--- config.mk ---
export PLATFORM = sky130hd
export DESIGN_NAME = ttm_monitor
export DESIGN_NICKNAME = d
export VERILOG_FILES = /design/src/design/ttm_sync.v /design/src/design/ttm_monitor.v
export VERILOG_INCLUDE_DIRS = /design/src /design/src/design
export SDC_FILE = /design/constraint.sdc
export NUM_CORES = 1
export LEC_CHECK = 0
export BUFFER_PORTS_ARGS = -buffer_cell sky130_fd_sc_hd__buf_2
export CAP_MARGIN = 10
export CORE_UTILIZATION = 54
export CTS_CLUSTER_SIZE = 16
export DETAILED_ROUTE_END_ITERATION = 12
export GPL_TIMING_DRIVEN = 0
export PLACE_DENSITY = 0.85
export SETUP_SLACK_MARGIN = 0.1
export SYNTH_ARGS = -nofsm -noshare
export SYNTH_HDL_FRONTEND = slang
export SYNTH_SLANG_ARGS = --single-unit
--- constraint.sdc ---
create_clock -name sys_clk -period 4.84 [get_ports sys_clk]
set_input_delay 1.452 -clock sys_clk [delete_from_list [all_inputs] [get_ports sys_clk]]
set_output_delay 1.452 -clock sys_clk [all_outputs]
set_load 0.01 [all_outputs]
--- src/design/ttm_regs.vh ---
// Register offsets, field positions and timing constants for the thermal input timer monitor.
// Assumes an 8-bit register port with byte addresses as offsets.
`ifndef TTM_REGS_VH
`define TTM_REGS_VH
// ==========================================================
// Register offsets
`define TTM_OFS_MASK_TWO 8'h75
`define TTM_OFS_CONFIG_THREE 8'h78
`define TTM_OFS_TIMER 8'h79
`define TTM_OFS_LIMIT 8'h7A
`define TTM_OFS_CONFIG_FOUR 8'h7D
`define TTM_OFS_STATUS_TWO 8'h42
// ==========================================================
// Field positions
`define TTM_C3_ENABLE_BIT 1
`define TTM_C3_BOOST_BIT 2
`define TTM_C4_ALERT_BIT 0
`define TTM_C4_HIGHPIN_BIT 1
`define TTM_FLAG_BIT 5
// ==========================================================
// Reset value, full-scale value and the value one
`define TTM_RST_BYTE 8'h00
`define TTM_FULL_SCALE 8'hFF
`define TTM_ONE 8'h01
// ==========================================================
// Timing: timer LSB weight in microseconds, clock period in ns
`define TTM_LSB_US 22760
`define TTM_CLK_NS 100
`endif

--- src/design/ttm_sync.v ---
// Two-flop synchroniser for one level input.
// Assumes the input is asynchronous to sys_clk.
`default_nettype none
module ttm_sync #(
  parameter RST_VAL = 1'b1
) (
  // Clock and reset
  input wire sys_clk,
  input wire rstn,
  // Level in and out
  input wire din,
  output reg dout
);
  reg meta_r;
  // ==========================================================
  // Sync chain
  always @(posedge sys_clk or negedge rstn) begin
    if (!rstn) begin
      meta_r <= RST_VAL;
      dout <= RST_VAL;
    end else begin
      meta_r <= din;
      dout <= meta_r;
    end
  end
endmodule // ttm_sync
`default_nettype wire

--- src/design/ttm_monitor.v ---
// Thermal throttle input timer, limit compare, sticky flag, alert and fan boost.
// Assumes a simple synchronous 8-bit register port and raw active-low pins.
// Assumes one strobe per access: reads of the timer and status registers clear state.
// Limits: only the thermal limit event of status register two is modelled here.
// Limits: LSB_CYCLES sets the timer weight; the default suits the 100 ns clock.
// Limits: the tick counter restarts on a timer read, so a read drops a partial LSB.
// Trade-off: a tick sum held through pauses keeps pauses exact at the cost of a 32-bit counter.
//
// What this block does
// - Thermal function on one pin, chosen by select
// - Monitor only while enable bit set
// - Default pin thermal; alternate frees fourth tach while enable bit set
// - Alert-select bit routes alert to pin
// - Boost forces fans full while line low
// - Boost only affects fans already running
// - Boost off leaves fans at setting
// - Timer accumulates asserted time, pauses on negation
// - Timer saturates at full scale
// - Timer read returns value then clears
// - Bit0 on first assertion, then 22.76ms LSB
// - Read during assertion restarts with bit0 set
// - Zero limit re-sets flag after such read
// - Timer above limit sets flag and alert
// - Zero limit alerts on first assertion
// - Limit one alerts past 45.52 ms
// - Mask bit suppresses alert, flag still set
// - Flag clears only on read after condition gone
// - Alert output disabled out of reset
`include "ttm_regs.vh"
`default_nettype none
module ttm_monitor #(
  parameter LSB_CYCLES = (`TTM_LSB_US * 1000) / `TTM_CLK_NS,
  parameter FANS = 3
) (
  // Clock and reset
  input wire sys_clk,
  input wire rstn,
  // Register port
  input wire reg_wr,
  input wire reg_rd,
  input wire [7:0] reg_addr,
  input wire [7:0] reg_wdata,
  output reg [7:0] reg_rdata,
  // Thermal pins, active low
  input wire thermal_throttle_line_pin_default_n,
  input wire thermal_throttle_line_pin_alt_n,
  // Fan duty and running state
  input wire [FANS*8-1:0] fan_duty_in,
  input wire [FANS-1:0] fan_auto_mode,
  input wire [FANS-1:0] fan_above_start,
  output reg [FANS*8-1:0] fan_duty_out,
  // Freed tach and alert
  output reg fourth_tach_input_en,
  output reg alert_out_n,
  output reg alert_out_en
);
  reg [7:0] mask_two_r;
  reg [7:0] config_three_r;
  reg [7:0] config_four_r;
  reg [7:0] limit_r;
  reg [7:0] timer_r;
  reg [7:0] timer_nxt;
  reg limit_exceeded_flag_r;
  reg [31:0] tick_r;
  reg [31:0] tick_nxt;
  reg seen_r;
  reg seen_nxt;
  // Next values, strobes and routing
  reg [7:0] mask_two_nxt;
  reg [7:0] config_three_nxt;
  reg [7:0] config_four_nxt;
  reg [7:0] limit_nxt;
  reg wrapped_r;
  reg wrapped_nxt;
  reg flag_nxt;
  reg [7:0] rdata_nxt;
  wire wr_mask;
  wire wr_config_three;
  wire wr_config_four;
  wire wr_limit;
  wire tick_last;
  wire boost_on;
  wire alert_req;
  wire [FANS-1:0] fan_running;

  wire sync_def_n;
  wire sync_alt_n;
  wire mon_en;
  wire high_sel;
  wire thermal_throttle_line;
  wire rd_timer;
  wire rd_status;
  wire over_limit;
  integer i;
  genvar g;

  // ==========================================================
  // Input synchronisers
  // Each pin has its own chain, so a pin switch sees a settled level
  ttm_sync #(.RST_VAL(1'b1)) u_sync_def (
    .sys_clk(sys_clk),
    .rstn(rstn),
    .din(thermal_throttle_line_pin_default_n),
    .dout(sync_def_n)
  );
  ttm_sync #(.RST_VAL(1'b1)) u_sync_alt (
    .sys_clk(sys_clk),
    .rstn(rstn),
    .din(thermal_throttle_line_pin_alt_n),
    .dout(sync_alt_n)
  );

  // ==========================================================
  // Pin selection
  assign mon_en = config_three_r[`TTM_C3_ENABLE_BIT];
  assign high_sel = config_four_r[`TTM_C4_HIGHPIN_BIT];
  // Exactly one pin feeds the line; the other is ignored
  // Disabled monitoring forces the line idle, so nothing counts
  assign thermal_throttle_line = mon_en &
    (high_sel ? ~sync_alt_n : ~sync_def_n);
  assign rd_timer = reg_rd && (reg_addr == `TTM_OFS_TIMER);
  assign rd_status = reg_rd && (reg_addr == `TTM_OFS_STATUS_TWO);

  // ==========================================================
  // Register writes
  // Timer and status offsets are read-only; writes there are dropped
  assign wr_mask = reg_wr && (reg_addr == `TTM_OFS_MASK_TWO);
  assign wr_config_three = reg_wr && (reg_addr == `TTM_OFS_CONFIG_THREE);
  assign wr_config_four = reg_wr && (reg_addr == `TTM_OFS_CONFIG_FOUR);
  assign wr_limit = reg_wr && (reg_addr == `TTM_OFS_LIMIT);

  // Each strobe is one cycle wide, so one write lands per access
  always @* begin
    mask_two_nxt = mask_two_r;
    config_three_nxt = config_three_r;
    config_four_nxt = config_four_r;
    limit_nxt = limit_r;
    if (wr_mask)
      mask_two_nxt = reg_wdata;
    if (wr_config_three)
      config_three_nxt = reg_wdata;
    if (wr_config_four)
      config_four_nxt = reg_wdata;
    if (wr_limit)
      limit_nxt = reg_wdata;
  end

  always @(posedge sys_clk or negedge rstn) begin
    if (!rstn) begin
      mask_two_r <= `TTM_RST_BYTE;
      config_three_r <= `TTM_RST_BYTE;
      config_four_r <= `TTM_RST_BYTE;
      limit_r <= `TTM_RST_BYTE;
    end else begin
      mask_two_r <= mask_two_nxt;
      config_three_r <= config_three_nxt;
      config_four_r <= config_four_nxt;
      limit_r <= limit_nxt;
    end
  end

  // ==========================================================
  // Assertion timer
  // Bit0 marks any assertion; the first whole LSB period is absorbed
  // so bit1 shows only once two periods of asserted time have passed
  // A read mid-assertion restarts at one, the line still being active
  assign tick_last = (tick_r >= LSB_CYCLES - 1);
  always @* begin
    timer_nxt = timer_r;
    tick_nxt = tick_r;
    seen_nxt = seen_r;
    wrapped_nxt = wrapped_r;
    if (rd_timer) begin
      timer_nxt = `TTM_RST_BYTE;
      tick_nxt = 32'h00000000;
      seen_nxt = 1'b0;
      wrapped_nxt = 1'b0;
      if (thermal_throttle_line) begin
        timer_nxt = `TTM_ONE;
        seen_nxt = 1'b1;
      end
    end else if (thermal_throttle_line) begin
      if (!seen_r) begin
        seen_nxt = 1'b1;
        if (timer_r == `TTM_RST_BYTE)
          timer_nxt = `TTM_ONE;
      end
      if (timer_r != `TTM_FULL_SCALE) begin
        if (tick_last) begin
          tick_nxt = 32'h00000000;
          wrapped_nxt = 1'b1;
          // Tick sum survives pauses, so asserted time really accumulates
          if (wrapped_r)
            timer_nxt = timer_r + `TTM_ONE;
        end else begin
          tick_nxt = tick_r + 32'h00000001;
        end
      end
    end
  end

  // All timer state moves together on every clock
  always @(posedge sys_clk or negedge rstn) begin
    if (!rstn) begin
      timer_r <= `TTM_RST_BYTE;
      tick_r <= 32'h00000000;
      seen_r <= 1'b0;
      wrapped_r <= 1'b0;
    end else begin
      timer_r <= timer_nxt;
      tick_r <= tick_nxt;
      seen_r <= seen_nxt;
      wrapped_r <= wrapped_nxt;
    end
  end

  // ==========================================================
  // Limit compare and sticky flag
  // Zero limit trips as soon as bit0 shows; limit one needs count above one
  assign over_limit = (timer_r > limit_r);
  // Set beats a coincident status read, so no limit event is lost
  always @* begin
    flag_nxt = limit_exceeded_flag_r;
    if (over_limit)
      flag_nxt = 1'b1;
    else if (rd_status)
      flag_nxt = 1'b0;
  end

  always @(posedge sys_clk or negedge rstn) begin
    if (!rstn) begin
      limit_exceeded_flag_r <= 1'b0;
    end else begin
      limit_exceeded_flag_r <= flag_nxt;
    end
  end

  // ==========================================================
  // Read data
  // Data is captured on the strobe and stands until the next read
  always @* begin
    rdata_nxt = reg_rdata;
    if (reg_rd) begin
      case (reg_addr)
        `TTM_OFS_MASK_TWO: rdata_nxt = mask_two_r;
        `TTM_OFS_CONFIG_THREE: rdata_nxt = config_three_r;
        `TTM_OFS_TIMER: rdata_nxt = timer_r;
        `TTM_OFS_LIMIT: rdata_nxt = limit_r;
        `TTM_OFS_CONFIG_FOUR: rdata_nxt = config_four_r;
        `TTM_OFS_STATUS_TWO: begin
          // Only the thermal limit bit exists; the rest read as zero
          rdata_nxt = `TTM_RST_BYTE;
          rdata_nxt[`TTM_FLAG_BIT] = limit_exceeded_flag_r;
        end
        // Unmapped offsets read as zero
        default: rdata_nxt = `TTM_RST_BYTE;
      endcase
    end
  end

  always @(posedge sys_clk or negedge rstn) begin
    if (!rstn) begin
      reg_rdata <= `TTM_RST_BYTE;
    end else begin
      reg_rdata <= rdata_nxt;
    end
  end

  // ==========================================================
  // Alert, tach release and fan boost
  // A fan counts as running in auto mode above start, or in manual with duty
  generate
    for (g = 0; g < FANS; g = g + 1) begin : g_run
      assign fan_running[g] = fan_auto_mode[g] ? fan_above_start[g] :
        (fan_duty_in[g*8 +: 8] != `TTM_RST_BYTE);
    end
  endgenerate
  assign boost_on = config_three_r[`TTM_C3_BOOST_BIT] & thermal_throttle_line;
  // Mask only hides the alert; the flag itself is still set
  assign alert_req = config_four_r[`TTM_C4_ALERT_BIT] & limit_exceeded_flag_r &
    ~mask_two_r[`TTM_FLAG_BIT];

  always @(posedge sys_clk or negedge rstn) begin
    if (!rstn) begin
      alert_out_n <= 1'b1;
      alert_out_en <= 1'b0;
      fourth_tach_input_en <= 1'b0;
      fan_duty_out <= {FANS*8{1'b0}};
    end else begin
      alert_out_en <= config_four_r[`TTM_C4_ALERT_BIT];
      // Open-drain style: drive low only while an unmasked alert is pending
      alert_out_n <= ~alert_req;
      fourth_tach_input_en <= mon_en & high_sel;
      // Boost overrides only fans that already spin
      for (i = 0; i < FANS; i = i + 1) begin
        if (boost_on && fan_running[i])
          fan_duty_out[i*8 +: 8] <= `TTM_FULL_SCALE;
        else
          fan_duty_out[i*8 +: 8] <= fan_duty_in[i*8 +: 8];
      end
    end
  end
endmodule // ttm_monitor
`default_nettype wire

Word level (Yosys, flattened, before mapping)
Index checks and enable logic that the tools add are counted.
W data, S select, Z words.
{ "totals": {"output_inout_bits": 35, "latch_bits": 0, "memories": 0, "in_bits": 52, "register_bits": 114, "wordCells": 86, "ramBits": 0, "mem_bits_ro": 0} }
{ "classes": {"n_mux": 29, "shifts": 0, "add_sub_neg": 2, "div": 0, "reduce_logical": 19, "n_eq_ne": 7, "order_cmp": 2, "bitwise": 9, "n_mul": 0} }
{ "ops": {"columns": ["cell", "count"], "rows": [
  ["$mux W32", 4],
  ["$mux W8", 10],
  ["$eq A8 B7 Y1 const B", 6],
  ["$pmux W8 S6", 1],
  ["$add A32 B1 Y32 const B", 1],
  ["$ge A32 B18 Y1 const B", 1],
  ["$reduce_bool A8 Y1", 3],
  ["$mux W1", 14],
  ["$logic_and A1 B1 Y1", 9],
  ["$add A8 B1 Y8 const B", 1],
  ["$gt A8 B8 Y1", 1],
  ["$logic_not A8 Y1", 1],
  ["$ne A8 B8 Y1 const B", 1],
  ["$reduce_bool A2 Y1", 4],
  ["$and A1 B1 Y1", 5],
  ["$not A1 Y1", 4],
  ["$reduce_and A3 Y1", 1],
  ["$reduce_and A2 Y1", 1]
]} }

Longest topological paths before layout
Gate-level depths: netlist of run 1.
{ "depth": {"ltp_word": 8, "ltp_mapped": 8} }

By module
Synthesis of run 1 repeated with hierarchy kept, for this count alone.
{ "hier_totals": {"hier_cells": 504, "hier_area_um2": 5420.2} }
{ "modules_own_cells": {"columns": ["module", "area_per_inst_um2", "instances", "cells_per_inst"], "rows": [
  ["ttm_monitor", 5315.1, 1, 500],
  ["ttm_sync", 52.6, 2, 2]
]} }

Least setup slack after synthesis of run 1
Ideal clock, no wire load.
{ "synth_path": {"kind": "input to register", "from": "input reg_addr[7]", "to": "register mask_two_r[0]", "path_stages": 6, "path_slack_ps": 1830, "required_ps": 4715, "arrival_ps": 2886, "path_buffers": 1, "path_cell_list": "nand4b_1 nor3_2 buf_2 nand2_1 nor2_2 mux2_2"} }
{ "synth_between": {"elab_chain_len": 2} }
{ "synth_lines": {"columns": ["element", "line_no", "source"], "rows": [
  ["start, declared", "ttm_monitor.v:41", "input wire [7:0] reg_addr,"],
  ["$eq A8 B7 Y1", null, null],
  ["$logic_and A1 B1 Y1", "ttm_monitor.v:127", "assign wr_mask = reg_wr && (reg_addr == `TTM_OFS_MASK_TWO);"],
  ["end signal, assigned", "ttm_monitor.v:150", "mask_two_r <= `TTM_RST_BYTE;"],
  ["end signal, assigned", "ttm_monitor.v:155", "mask_two_r <= mask_two_nxt;"],
  ["end, declared", "ttm_monitor.v:57", "reg [7:0] mask_two_r;"]
]} }
Every way passes these cells.
A chain may end at the register's enable or synchronous reset.

Worst setup path in the final report of run 1
{ "layout_path": {"from": "input reg_addr[7]", "to": "register config_three_r[5]"} }
{ "layout_between": {"elab_chain_len": 2} }
{ "layout_lines": {"columns": ["element", "line_no", "source"], "rows": [
  ["$eq A8 B7 Y1", null, null],
  ["$logic_and A1 B1 Y1", "ttm_monitor.v:128", "assign wr_config_three = reg_wr && (reg_addr == `TTM_OFS_CONFIG_THREE);"],
  ["end signal, assigned", "ttm_monitor.v:151", "config_three_r <= `TTM_RST_BYTE;"],
  ["end signal, assigned", "ttm_monitor.v:156", "config_three_r <= config_three_nxt;"],
  ["end, declared", "ttm_monitor.v:58", "reg [7:0] config_three_r;"]
]} }
Every way passes these cells.

==> results.md, run 1 <==
- Mapped Nets: 553
- Most common flop cell mapped by yosys: dfrtp_1
- Io pins: 87
- Maximum number of pins on one net before global-route repair: 78
- PD cells: 366 nW/um^2
- Layout Utilization: 0.681
- CTS buffer count: 17
- Die H: 103 microns
- Worst slew pin tran: 1.08 ns
- Hold Path End: u_sync_def.dout
- Core ar.: 9770 sq um
- Most Used Layer, Global Route: met2
- Post-CTS Hold Fix Bufs: 0
- Critical path required time: 5.25 ns
- Post-route ant nets: 0
- DRC: 0
- Reg2reg start: timer_r[0]
- Mapped Avg Cell Area: 11.2 sq um
- Area leader, netlist: dfrtp_1
- Number of nets in the layout: 658
- Initial DRT Pass Iterations: 6
- First-pass GRT wire length: 21800 microns
- Layout Skew: 0.00771 ns
- Max Buffers Root-to-Sink: 2
- Number of synthesized flops with an enable pin: 0
- Clk slew on worst S/H paths: 0.06 ns
- Synthesis-stage register bit count: 114
- DPL Wire Length: 9110 microns
- Tot Pwr: 0.00244 W
- Setup Viol. Count Final: 0
- Outcome: finished clean
- Seq/Total Area, Yosys: 0.523
- Port Buf Inserts: 85
- Sink Count: 114
- Total of warnings raised by yosys: 0
- RSZ-0062 raised after global routing: no
- Worst hold stages: 0
- H-tree depth: 4
- Post-Synthesis Cells: 490
- Final Cycle Share: 0.659
- Synth top area share: 0.499
- Initial antenna violation count: 0
- R2R depth: 7
- Worst setup EP type: register
- Final min period: 3.19 ns
- Fillers: 723
- Top cells by area, synth: dfrtp_1 (50%), mux2_2 (8.2%), a21oi_1 (3.1%)
- WL/cell: 17.8 microns
- TritonCTS clock tree: built
- Post-DR vias/cell: 5.93
- Core Rows: 36
- Post-CTS Setup Bufs: 0
- Vias in the first global route: 4621
- Mapped Area: 5470 sq um
- Slew Limit Headroom: 0.273
- Leak: 3.24 nW
- Iter 0 DRT Violations: 250
- Hold Violations, Final: 0
- Die Area: 10500 sq um
- Grt met3 use: 0.0841
- CP Data Arrival Time: 3.60 ns
- Layout cells sized above 1: 0.352
- Critical path class: input pin to register
- Hold crit path type: register to register
- Worst ir drop on vdd: 0.230 mV
- CP max FO: 8
- Starting Density: 0.559
- Async set or reset register ratio after synthesis: 1.00
- Clock root cell: clkbuf_8
- Reg-to-Reg End: tick_r[20]
- Via Count: 4394
- Total grt overflow: 0
- GPL Wtd Cong: 0.871
- GRT Util Overall: 0.279
- Resize count post-CTS: 0
- Area Growth Syn to Fin: 21.8%
- F_max: 314 MHz
- Final wirelength: 13200 microns
- Most frequent cell after synthesis: dfrtp_1
- Die X: 103 microns
- Clk Latency, worst-skew pair: 0.53 ns
- Met2 Track Usage GR: 0.469
- Synth unique cells: 64
- Hold_sp: u_sync_def.meta_r
- Max-cap violation count: 0
- Commonest cells in the netlist: dfrtp_1 (109), nor2_1 (42), mux2_2 (40)
- Post-route setup TNS: 0 ns
- Flop2flop setup slack: 2.47 ns
- Max Transition Viols Final: 0
- # diodes: 0
- Met1 usage: 0.330
- Nature of the critical path startpoint: input pin
[critical path: stages]
cell and delay (ns):
buf_2 0.11, nand4b_1 0.33, nor4_2 0.76, nand2_1 0.52, mux2_2 0.42
[per-stage QoR]
stage	hold WS, ns	area, sq um	setup WS (ns)	std cells
CTS	0.355	6660	1.69	741
finish	0.355	6660	1.65	741
global placement	0.346	6060	1.09	708
floorplan	0.345	5470	1.83	490
global route	0.362	6660	1.56	741
detailed placement	0.347	6090	1.09	709
[how the worst max path moves through the flow]
stage	start	endpoint	slack, ns	depth (start not counted)
after floorplan	reg_addr[7]	mask_two_r[0]	1.83	6
after global placement	rstn	fan_duty_out[3]	1.09	1
after detailed placement	reg_addr[7]	config_three_r[1]	1.09	5
after CTS	reg_addr[7]	config_three_r[5]	1.69	5
after global routing	reg_addr[7]	config_three_r[5]	1.56	5
final	reg_addr[7]	config_three_r[5]	1.65	5
[metal layers]
metal / wire (microns) / vias up
met1: 5440 / 2151
met4: 207 / 0
met2: 6570 / 210
met3: 973 / 23
li1: - / 2010
met5: 0 / -
[report_power, final]
part,switching [W],internal (W)
combinational,0.000111,0.0000807
sequential,0.0000347,0.000998
clock,0.000475,0.000737
[layout make-up]
| cell class | instances | area, sq um | area share |
|---|---|---|---|
| tap | 133 | 166 | 0.0250 |
| inverter | 16 | 60.1 | 0.00902 |
| clock buffer | 18 | 418 | 0.0627 |
| clock inverter | 14 | 153 | 0.0229 |
| timing repair buffer | 86 | 455 | 0.0684 |
| sequential | 114 | 2860 | 0.429 |
| buffer | 15 | 96.3 | 0.0145 |
| multi-input combinational | 345 | 2450 | 0.368 |
[layout by cell type (no fill, tap or decap), types with 4 or more instances in the layout]
cell	n
xor2_1	5
a21o_1	8
or2_2	24
nor2_1	42
xnor2_1	9
nor3_1	5
ha_1	11
o21ai_0	6
inv_6	4
a21oi_1	34
dfrtp_1	109
inv_1	16
nor4_1	11
and3_1	8
a211oi_1	5
nand2_1	37
buf_2	89
a222oi_1	7
clkbuf_1	5
nand3_1	14
and4_1	5
mux2_2	40
o211a_1	4
a41oi_1	4
dfstp_2	5
mux2i_1	4
clkbuf_16	16
nand4_1	9
clkinvlp_4	4
[cells by family after synthesis]
kind of cell,count (synthesis),synth area share
adders and majority gates,11,0.0252
DFF,114,0.523
and+or+nand+nor,184,0.185
muxes,44,0.0897
buffers and inverters,31,0.0286
AOI/OAI and AO/OA,92,0.126
xor gates and xnor gates,14,0.0224
[sequential cells by signal, summed over array words and instances (netlist names)]
| name | cells |
|---|---|
| mask_two_r | 8 |
| u_sync_alt.dout | 1 |
| fan_duty_out | 24 |
| fourth_tach_input_en | 1 |
| seen_r | 1 |
| u_sync_def.meta_r | 1 |
| alert_out_en | 1 |
| limit_r | 8 |
| limit_exceeded_flag_r | 1 |
| tick_r | 32 |
| u_sync_alt.meta_r | 1 |
| wrapped_r | 1 |
| config_four_r | 8 |
| u_sync_def.dout | 1 |
| reg_rdata | 8 |
| timer_r | 8 |
| alert_out_n | 1 |
| config_three_r | 8 |
Note: power is estimated with default switching activity, not from simulation.
==> run 2: changes to the inputs <==
- CORE_UTILIZATION: 54 -> 51
- PLACE_DENSITY: 0.85 -> 0.84
- clock period: 4.84 -> 2.66 ns (I/O delays scaled with it)
==> results.md, run 2 (synthesis results as in run 1) <==
- DPL Wire Length: 9000 microns
- Core Rows: 37
- Clk slew on worst S/H paths: 0.06 ns
- Initial DRT Pass Iterations: 6
- Slowest stage delay, CP: 1.02 ns
- Top layer used by detailed routing: met4
- Max reg flops: 32
- Vias in the first global route: 4578
- Crit-path slowest cell: nor3_1
- TritonCTS clock tree: built
- Worst slew pin tran: 1.16 ns
- Hold Violations, Final: 0
- Io pins: 87
- Nature of the critical path startpoint: input pin
- Resize count post-CTS: 0
- M1 wire length: 5270 microns
- RSZ-0062 raised after global routing: yes
- Die Area: 11100 sq um
- Critical path required time: 3.12 ns
- Worst ir drop on vdd: 0.421 mV
- Reg with most FFs: tick_r
- Total grt overflow: 0
- Area of the multi-input gates: 2450 sq um
- Met2 wire len: 6720 microns
- Die H: 106 microns
- Area Growth Syn to Fin: 22.2%
- Final min period: 2.64 ns
- CP delay by family, top: simple AND/OR/NAND/NOR gates
- Reg-to-Reg End: timer_r[1]
- Hold Slack: 0.323 ns
- Commonest cells after routing, fill and taps aside: dfrtp_1 (109), buf_2 (89), nor2_1 (42)
- Reg2reg start: timer_r[0]
- Worst path cell trace: buf_2 > nand4b_1 > nor3_1 > o41ai_2 > a21oi_1 > a21o_1
- Post-DR vias/cell: 5.97
- Setup Viol. Count Final: 0
- Maximum number of pins on one net before global-route repair: 62
- Clock root cell: clkbuf_8
- WL/cell: 17.9 microns
- # diodes: 0
- Most common cell after layout, fill and taps aside: dfrtp_1
- Max Buffers Root-to-Sink: 2
- Clk Latency, worst-skew pair: 0.52 ns
- Port Buf Inserts: 85
- Post-CTS Hold Fix Bufs: 0
- Setup crit start: reg_addr[7]
- First-pass GRT wire length: 21800 microns
- PD cells: 664 nW/um^2
- Leak: 3.26 nW
- Critical path class: input pin to register
- Layout Utilization: 0.645
- Worst setup EP type: register
- Final Cycle Share: 0.991
- R2R depth: 7
- Iter 0 DRT Violations: 349
- Number of nets in the layout: 659
- Flop2flop setup slack: 0.25 ns
- Layout cells sized above 1: 0.355
- Max-cap violation count: 0
- Register area: 2860 sq um
- Placed Area: 6090 sq um
- Core ar.: 10400 sq um
- CTS buffer count: 17
- Post-CTS Setup Bufs: 0
- CP max FO: 8
- Post-route ant nets: 0
- Crit path capture: reg_rdata[1]
- Biggest regs: tick_r: 32 flops, fan_duty_out: 24 flops
- Place WS: -0.353 ns
- Starting Density: 0.527
- Worst path buffer plus inverter count: 1
- H-tree depth: 4
- GPL Wtd Cong: 0.885
- Layout Skew: 0.00769 ns
- Sink Count: 114
- Die X: 106 microns
- CP Data Arrival Time: 3.10 ns
- Final wirelength: 13400 microns
- Slew Limit Headroom: 0.223
- Fillers: 799
- Tot Pwr: 0.00444 W
- Outcome: finished clean
- GRT Util Overall: 0.253
- DRC: 0
- Finished Cell Area: 6680 sq um
- Via Count: 4449
- Initial antenna violation count: 0
- PnR worst setup slack: 0.0236 ns
- Worst path depth: 6
- Max Transition Viols Final: 0
- Hold crit path type: input pin to async pin
- F_max: 379 MHz
- Met3 wire length: 1090 microns
run 2: cell types whose count changed in the layout (fill, tap and decap cells not counted), sizes merged:
cell,delta
buf,+1
inv,-1
clkinvlp,-2
clkinv,+3
run 2: final cells by class:
cell class                 instances  share of cell area
clock inverter                    14              0.0232
timing repair buffer              87              0.0693
clock buffer                      18              0.0640
tap                              136              0.0255
inverter                          16             0.00899
buffer                            15              0.0144
multi-input combinational        345               0.367
sequential                       114               0.428
run 2: through the flow:
stage               cells  setup TNS, ns
global route          745         -0.208
floorplan             490              0
finish                745              0
CTS                   744              0
detailed placement    712          -8.51
global placement      711         -48.00
run 2: worst min-delay path by stage:
stage / startpoint / end / cells after the start
2_1_floorplan: u_sync_alt.meta_r / u_sync_alt.dout / 0
3_3_place_gp: u_sync_def.meta_r / u_sync_def.dout / 0
3_5_place_dp: u_sync_def.meta_r / u_sync_def.dout / 0
4_1_cts: rstn / fan_duty_out[2] / 1
5_1_grt: thermal_throttle_line_pin_alt_n / u_sync_alt.meta_r / 1
6_report: rstn / fan_duty_out[2] / 1
run 2: routing by layer:
layer  vias up  global-route usage
li1       2010                   -
met1      2178               0.304
met2       233               0.429
met3        28              0.0631
met4         0               0.118
met5         -                   0
run 2: worst register-to-register path, cell delays in order (launching register included):
cell      delay (ns)
dfrtp_1         0.46
ha_1            0.27
nand4_1         0.25
o211a_1         0.25
clkbuf_1        0.44
nand2_1         0.16
nor2_1          0.23
mux2i_1         0.27
run 2: power breakdown:
group | internal [W] | switching (W)
sequential | 0.00182 | 0.0000645
combinational | 0.000148 | 0.000199
clock | 0.00137 | 0.000843
==> run 3: changes to the inputs <==
- MAX_ROUTING_LAYER: unset -> met4
==> results.md, run 3 (synthesis results as in run 1) <==
- Outcome: finished clean
- Fillers: 784
- Fin cells: 746
- Hold Violations, Final: 0
- Commonest cells after routing, fill and taps aside: dfrtp_1 (109), buf_2 (89), nor2_1 (42)
- Slew Limit Headroom: 0.324
- Final min period: 2.48 ns
- Worst ir drop on vdd: 0.443 mV
- GRT Util Overall: 0.259
- Hold crit path type: input pin to async pin
- Post-route ant nets: 0
- First-pass GRT wire length: 21600 microns
- Post-CTS Hold Fix Bufs: 0
- Core Rows: 37
- Max Buffers Root-to-Sink: 2
- DP Cell Count: 712
- Slowest stage delay, CP: 0.42 ns
- Worst slew pin tran: 1.00 ns
- Total grt overflow: 0
- RSZ-0062 raised after global routing: yes
- Sequential Power Share: 0.421
- PD cells: 665 nW/um^2
- Clk Latency, worst-skew pair: 0.52 ns
- Iter 0 DRT Violations: 347
- Die Area: 11100 sq um
- Core ar.: 10400 sq um
- Max Transition Viols Final: 0
- Via Count: 4466
- Io pins: 87
- # diodes: 0
- Post-route setup TNS: 0 ns
- R2R depth: 7
- H-tree depth: 4
- Port Buf Inserts: 85
- CP Data Arrival Time: 2.88 ns
- Die H: 106 microns
- Nature of the critical path startpoint: input pin
- Critical path required time: 3.05 ns
- CP max FO: 10
- Crit-path slowest cell: nand4b_1
- Final Cycle Share: 0.934
- DRC: 0
- Sink Count: 114
- Number of nets in the layout: 660
- Hold Slack: 0.278 ns
- CTS buffer count: 17
- Top cell by count, worst path: buf_2
- Clock power share: 0.503
- GPL Wtd Cong: 0.897
- Flop2flop setup slack: 0.31 ns
- NetSw: 0.00107 W
- Starting Density: 0.527
- Clock root cell: clkbuf_8
- Initial antenna violation count: 0
- Final wirelength: 13200 microns
- Layout Utilization: 0.648
- Clk slew on worst S/H paths: 0.06 ns
- Place WS: -0.346 ns
- Switch share: 0.238
- Logic pwr share: 0.076
- Worst path cell trace: buf_2 > nand4b_1 > nor3_2 > buf_2 > nand2_1 > nor2_2 > mux2_2
- Worst setup EP type: register
- Vias in the first global route: 4484
- Critical path class: input pin to register
- Max-cap violation count: 0
- Setup crit start: reg_addr[7]
- Most common cell after layout, fill and taps aside: dfrtp_1
- Reg with most FFs: tick_r
- Leak: 3.27 nW
- WL/cell: 17.7 microns
- Reg2reg start: timer_r[0]
- Post-DR vias/cell: 5.99
- PnR worst setup slack: 0.176 ns
- Reg-to-Reg End: tick_r[20]
- Maximum number of pins on one net before global-route repair: 74
- Setup Viol. Count Final: 0
- F_max: 403 MHz
- Pint: 0.00341 W
- TritonCTS clock tree: built
- Die X: 106 microns
- DPL Wire Length: 8820 microns
- Layout cells sized above 1: 0.357
- Area Growth Syn to Fin: 22.9%
- Max reg flops: 32
- Initial DRT Pass Iterations: 5
- Crit path capture: mask_two_r[4]
- Layout Skew: 0.00789 ns
- Biggest regs: tick_r: 32 flops, fan_duty_out: 24 flops
run 3: power by group through the flow:
stage	sequential [W]	combinational, W	clock [W]
2_1_floorplan	0.00190	0.000170	0
6_report	0.00188	0.000339	0.00225
5_1_grt	0.00189	0.000379	0.00233
4_1_cts	0.00188	0.000338	0.00226
3_3_place_gp	0.00190	0.000311	0
3_5_place_dp	0.00191	0.000331	0
run 3: worst min path at each step:
| stage | start | cells past startpoint | endpoint | slack, ns |
|---|---|---|---|---|
| 2_1_floorplan | u_sync_alt.meta_r | 0 | u_sync_alt.dout | 0.35 |
| 3_3_place_gp | u_sync_def.meta_r | 0 | u_sync_def.dout | 0.35 |
| 3_5_place_dp | u_sync_alt.meta_r | 0 | u_sync_alt.dout | 0.35 |
| 4_1_cts | rstn | 1 | fan_duty_out[2] | 0.28 |
| 5_1_grt | rstn | 1 | fan_duty_out[2] | 0.31 |
| 6_report | rstn | 1 | fan_duty_out[0] | 0.28 |
run 3: final cells by class:
cell class                      count  area (sq um)  area share
Clock inverter                     14           163      0.0242
Tap cell                          136           170      0.0253
Multi-Input combinational cell    345          2470       0.368
Timing Repair Buffer               88           470      0.0700
Buffer                             15          96.3      0.0143
Clock buffer                       18           428      0.0637
Inverter                           16          60.1     0.00894
Sequential cell                   114          2860       0.425
run 3: worst max-delay path, delay by kind of cell:
family                 cells  cell delay (ns)
buffers and inverters      2             0.40
multiplexers               1             0.39
AND/OR/NAND/NOR            4             1.28
run 3: timing repair:
action,4_1_cts,5_1_grt
gates cloned,0,0
pin swaps,0,2
resized for setup,1,2
setup buffers,0,2
setup endpoints to repair,6,16
run 3: stage by stage:
step,total power (W),instance area (sq um)
2_1_floorplan,0.00207,5470
3_3_place_gp,0.00221,6060
3_5_place_dp,0.00224,6090
4_1_cts,0.00448,6690
5_1_grt,0.00460,6720
6_report,0.00447,6720
run 3: layer usage:
| metal | vias up | GRT usage | wire, microns |
|---|---|---|---|
| met1 | 2196 | 0.313 | 5500 |
| met5 | - | - | 0 |
| met2 | 224 | 0.411 | 6490 |
| met4 | 0 | 0.111 | 267 |
| li1 | 2015 | - | - |
| met3 | 31 | 0.0680 | 922 |
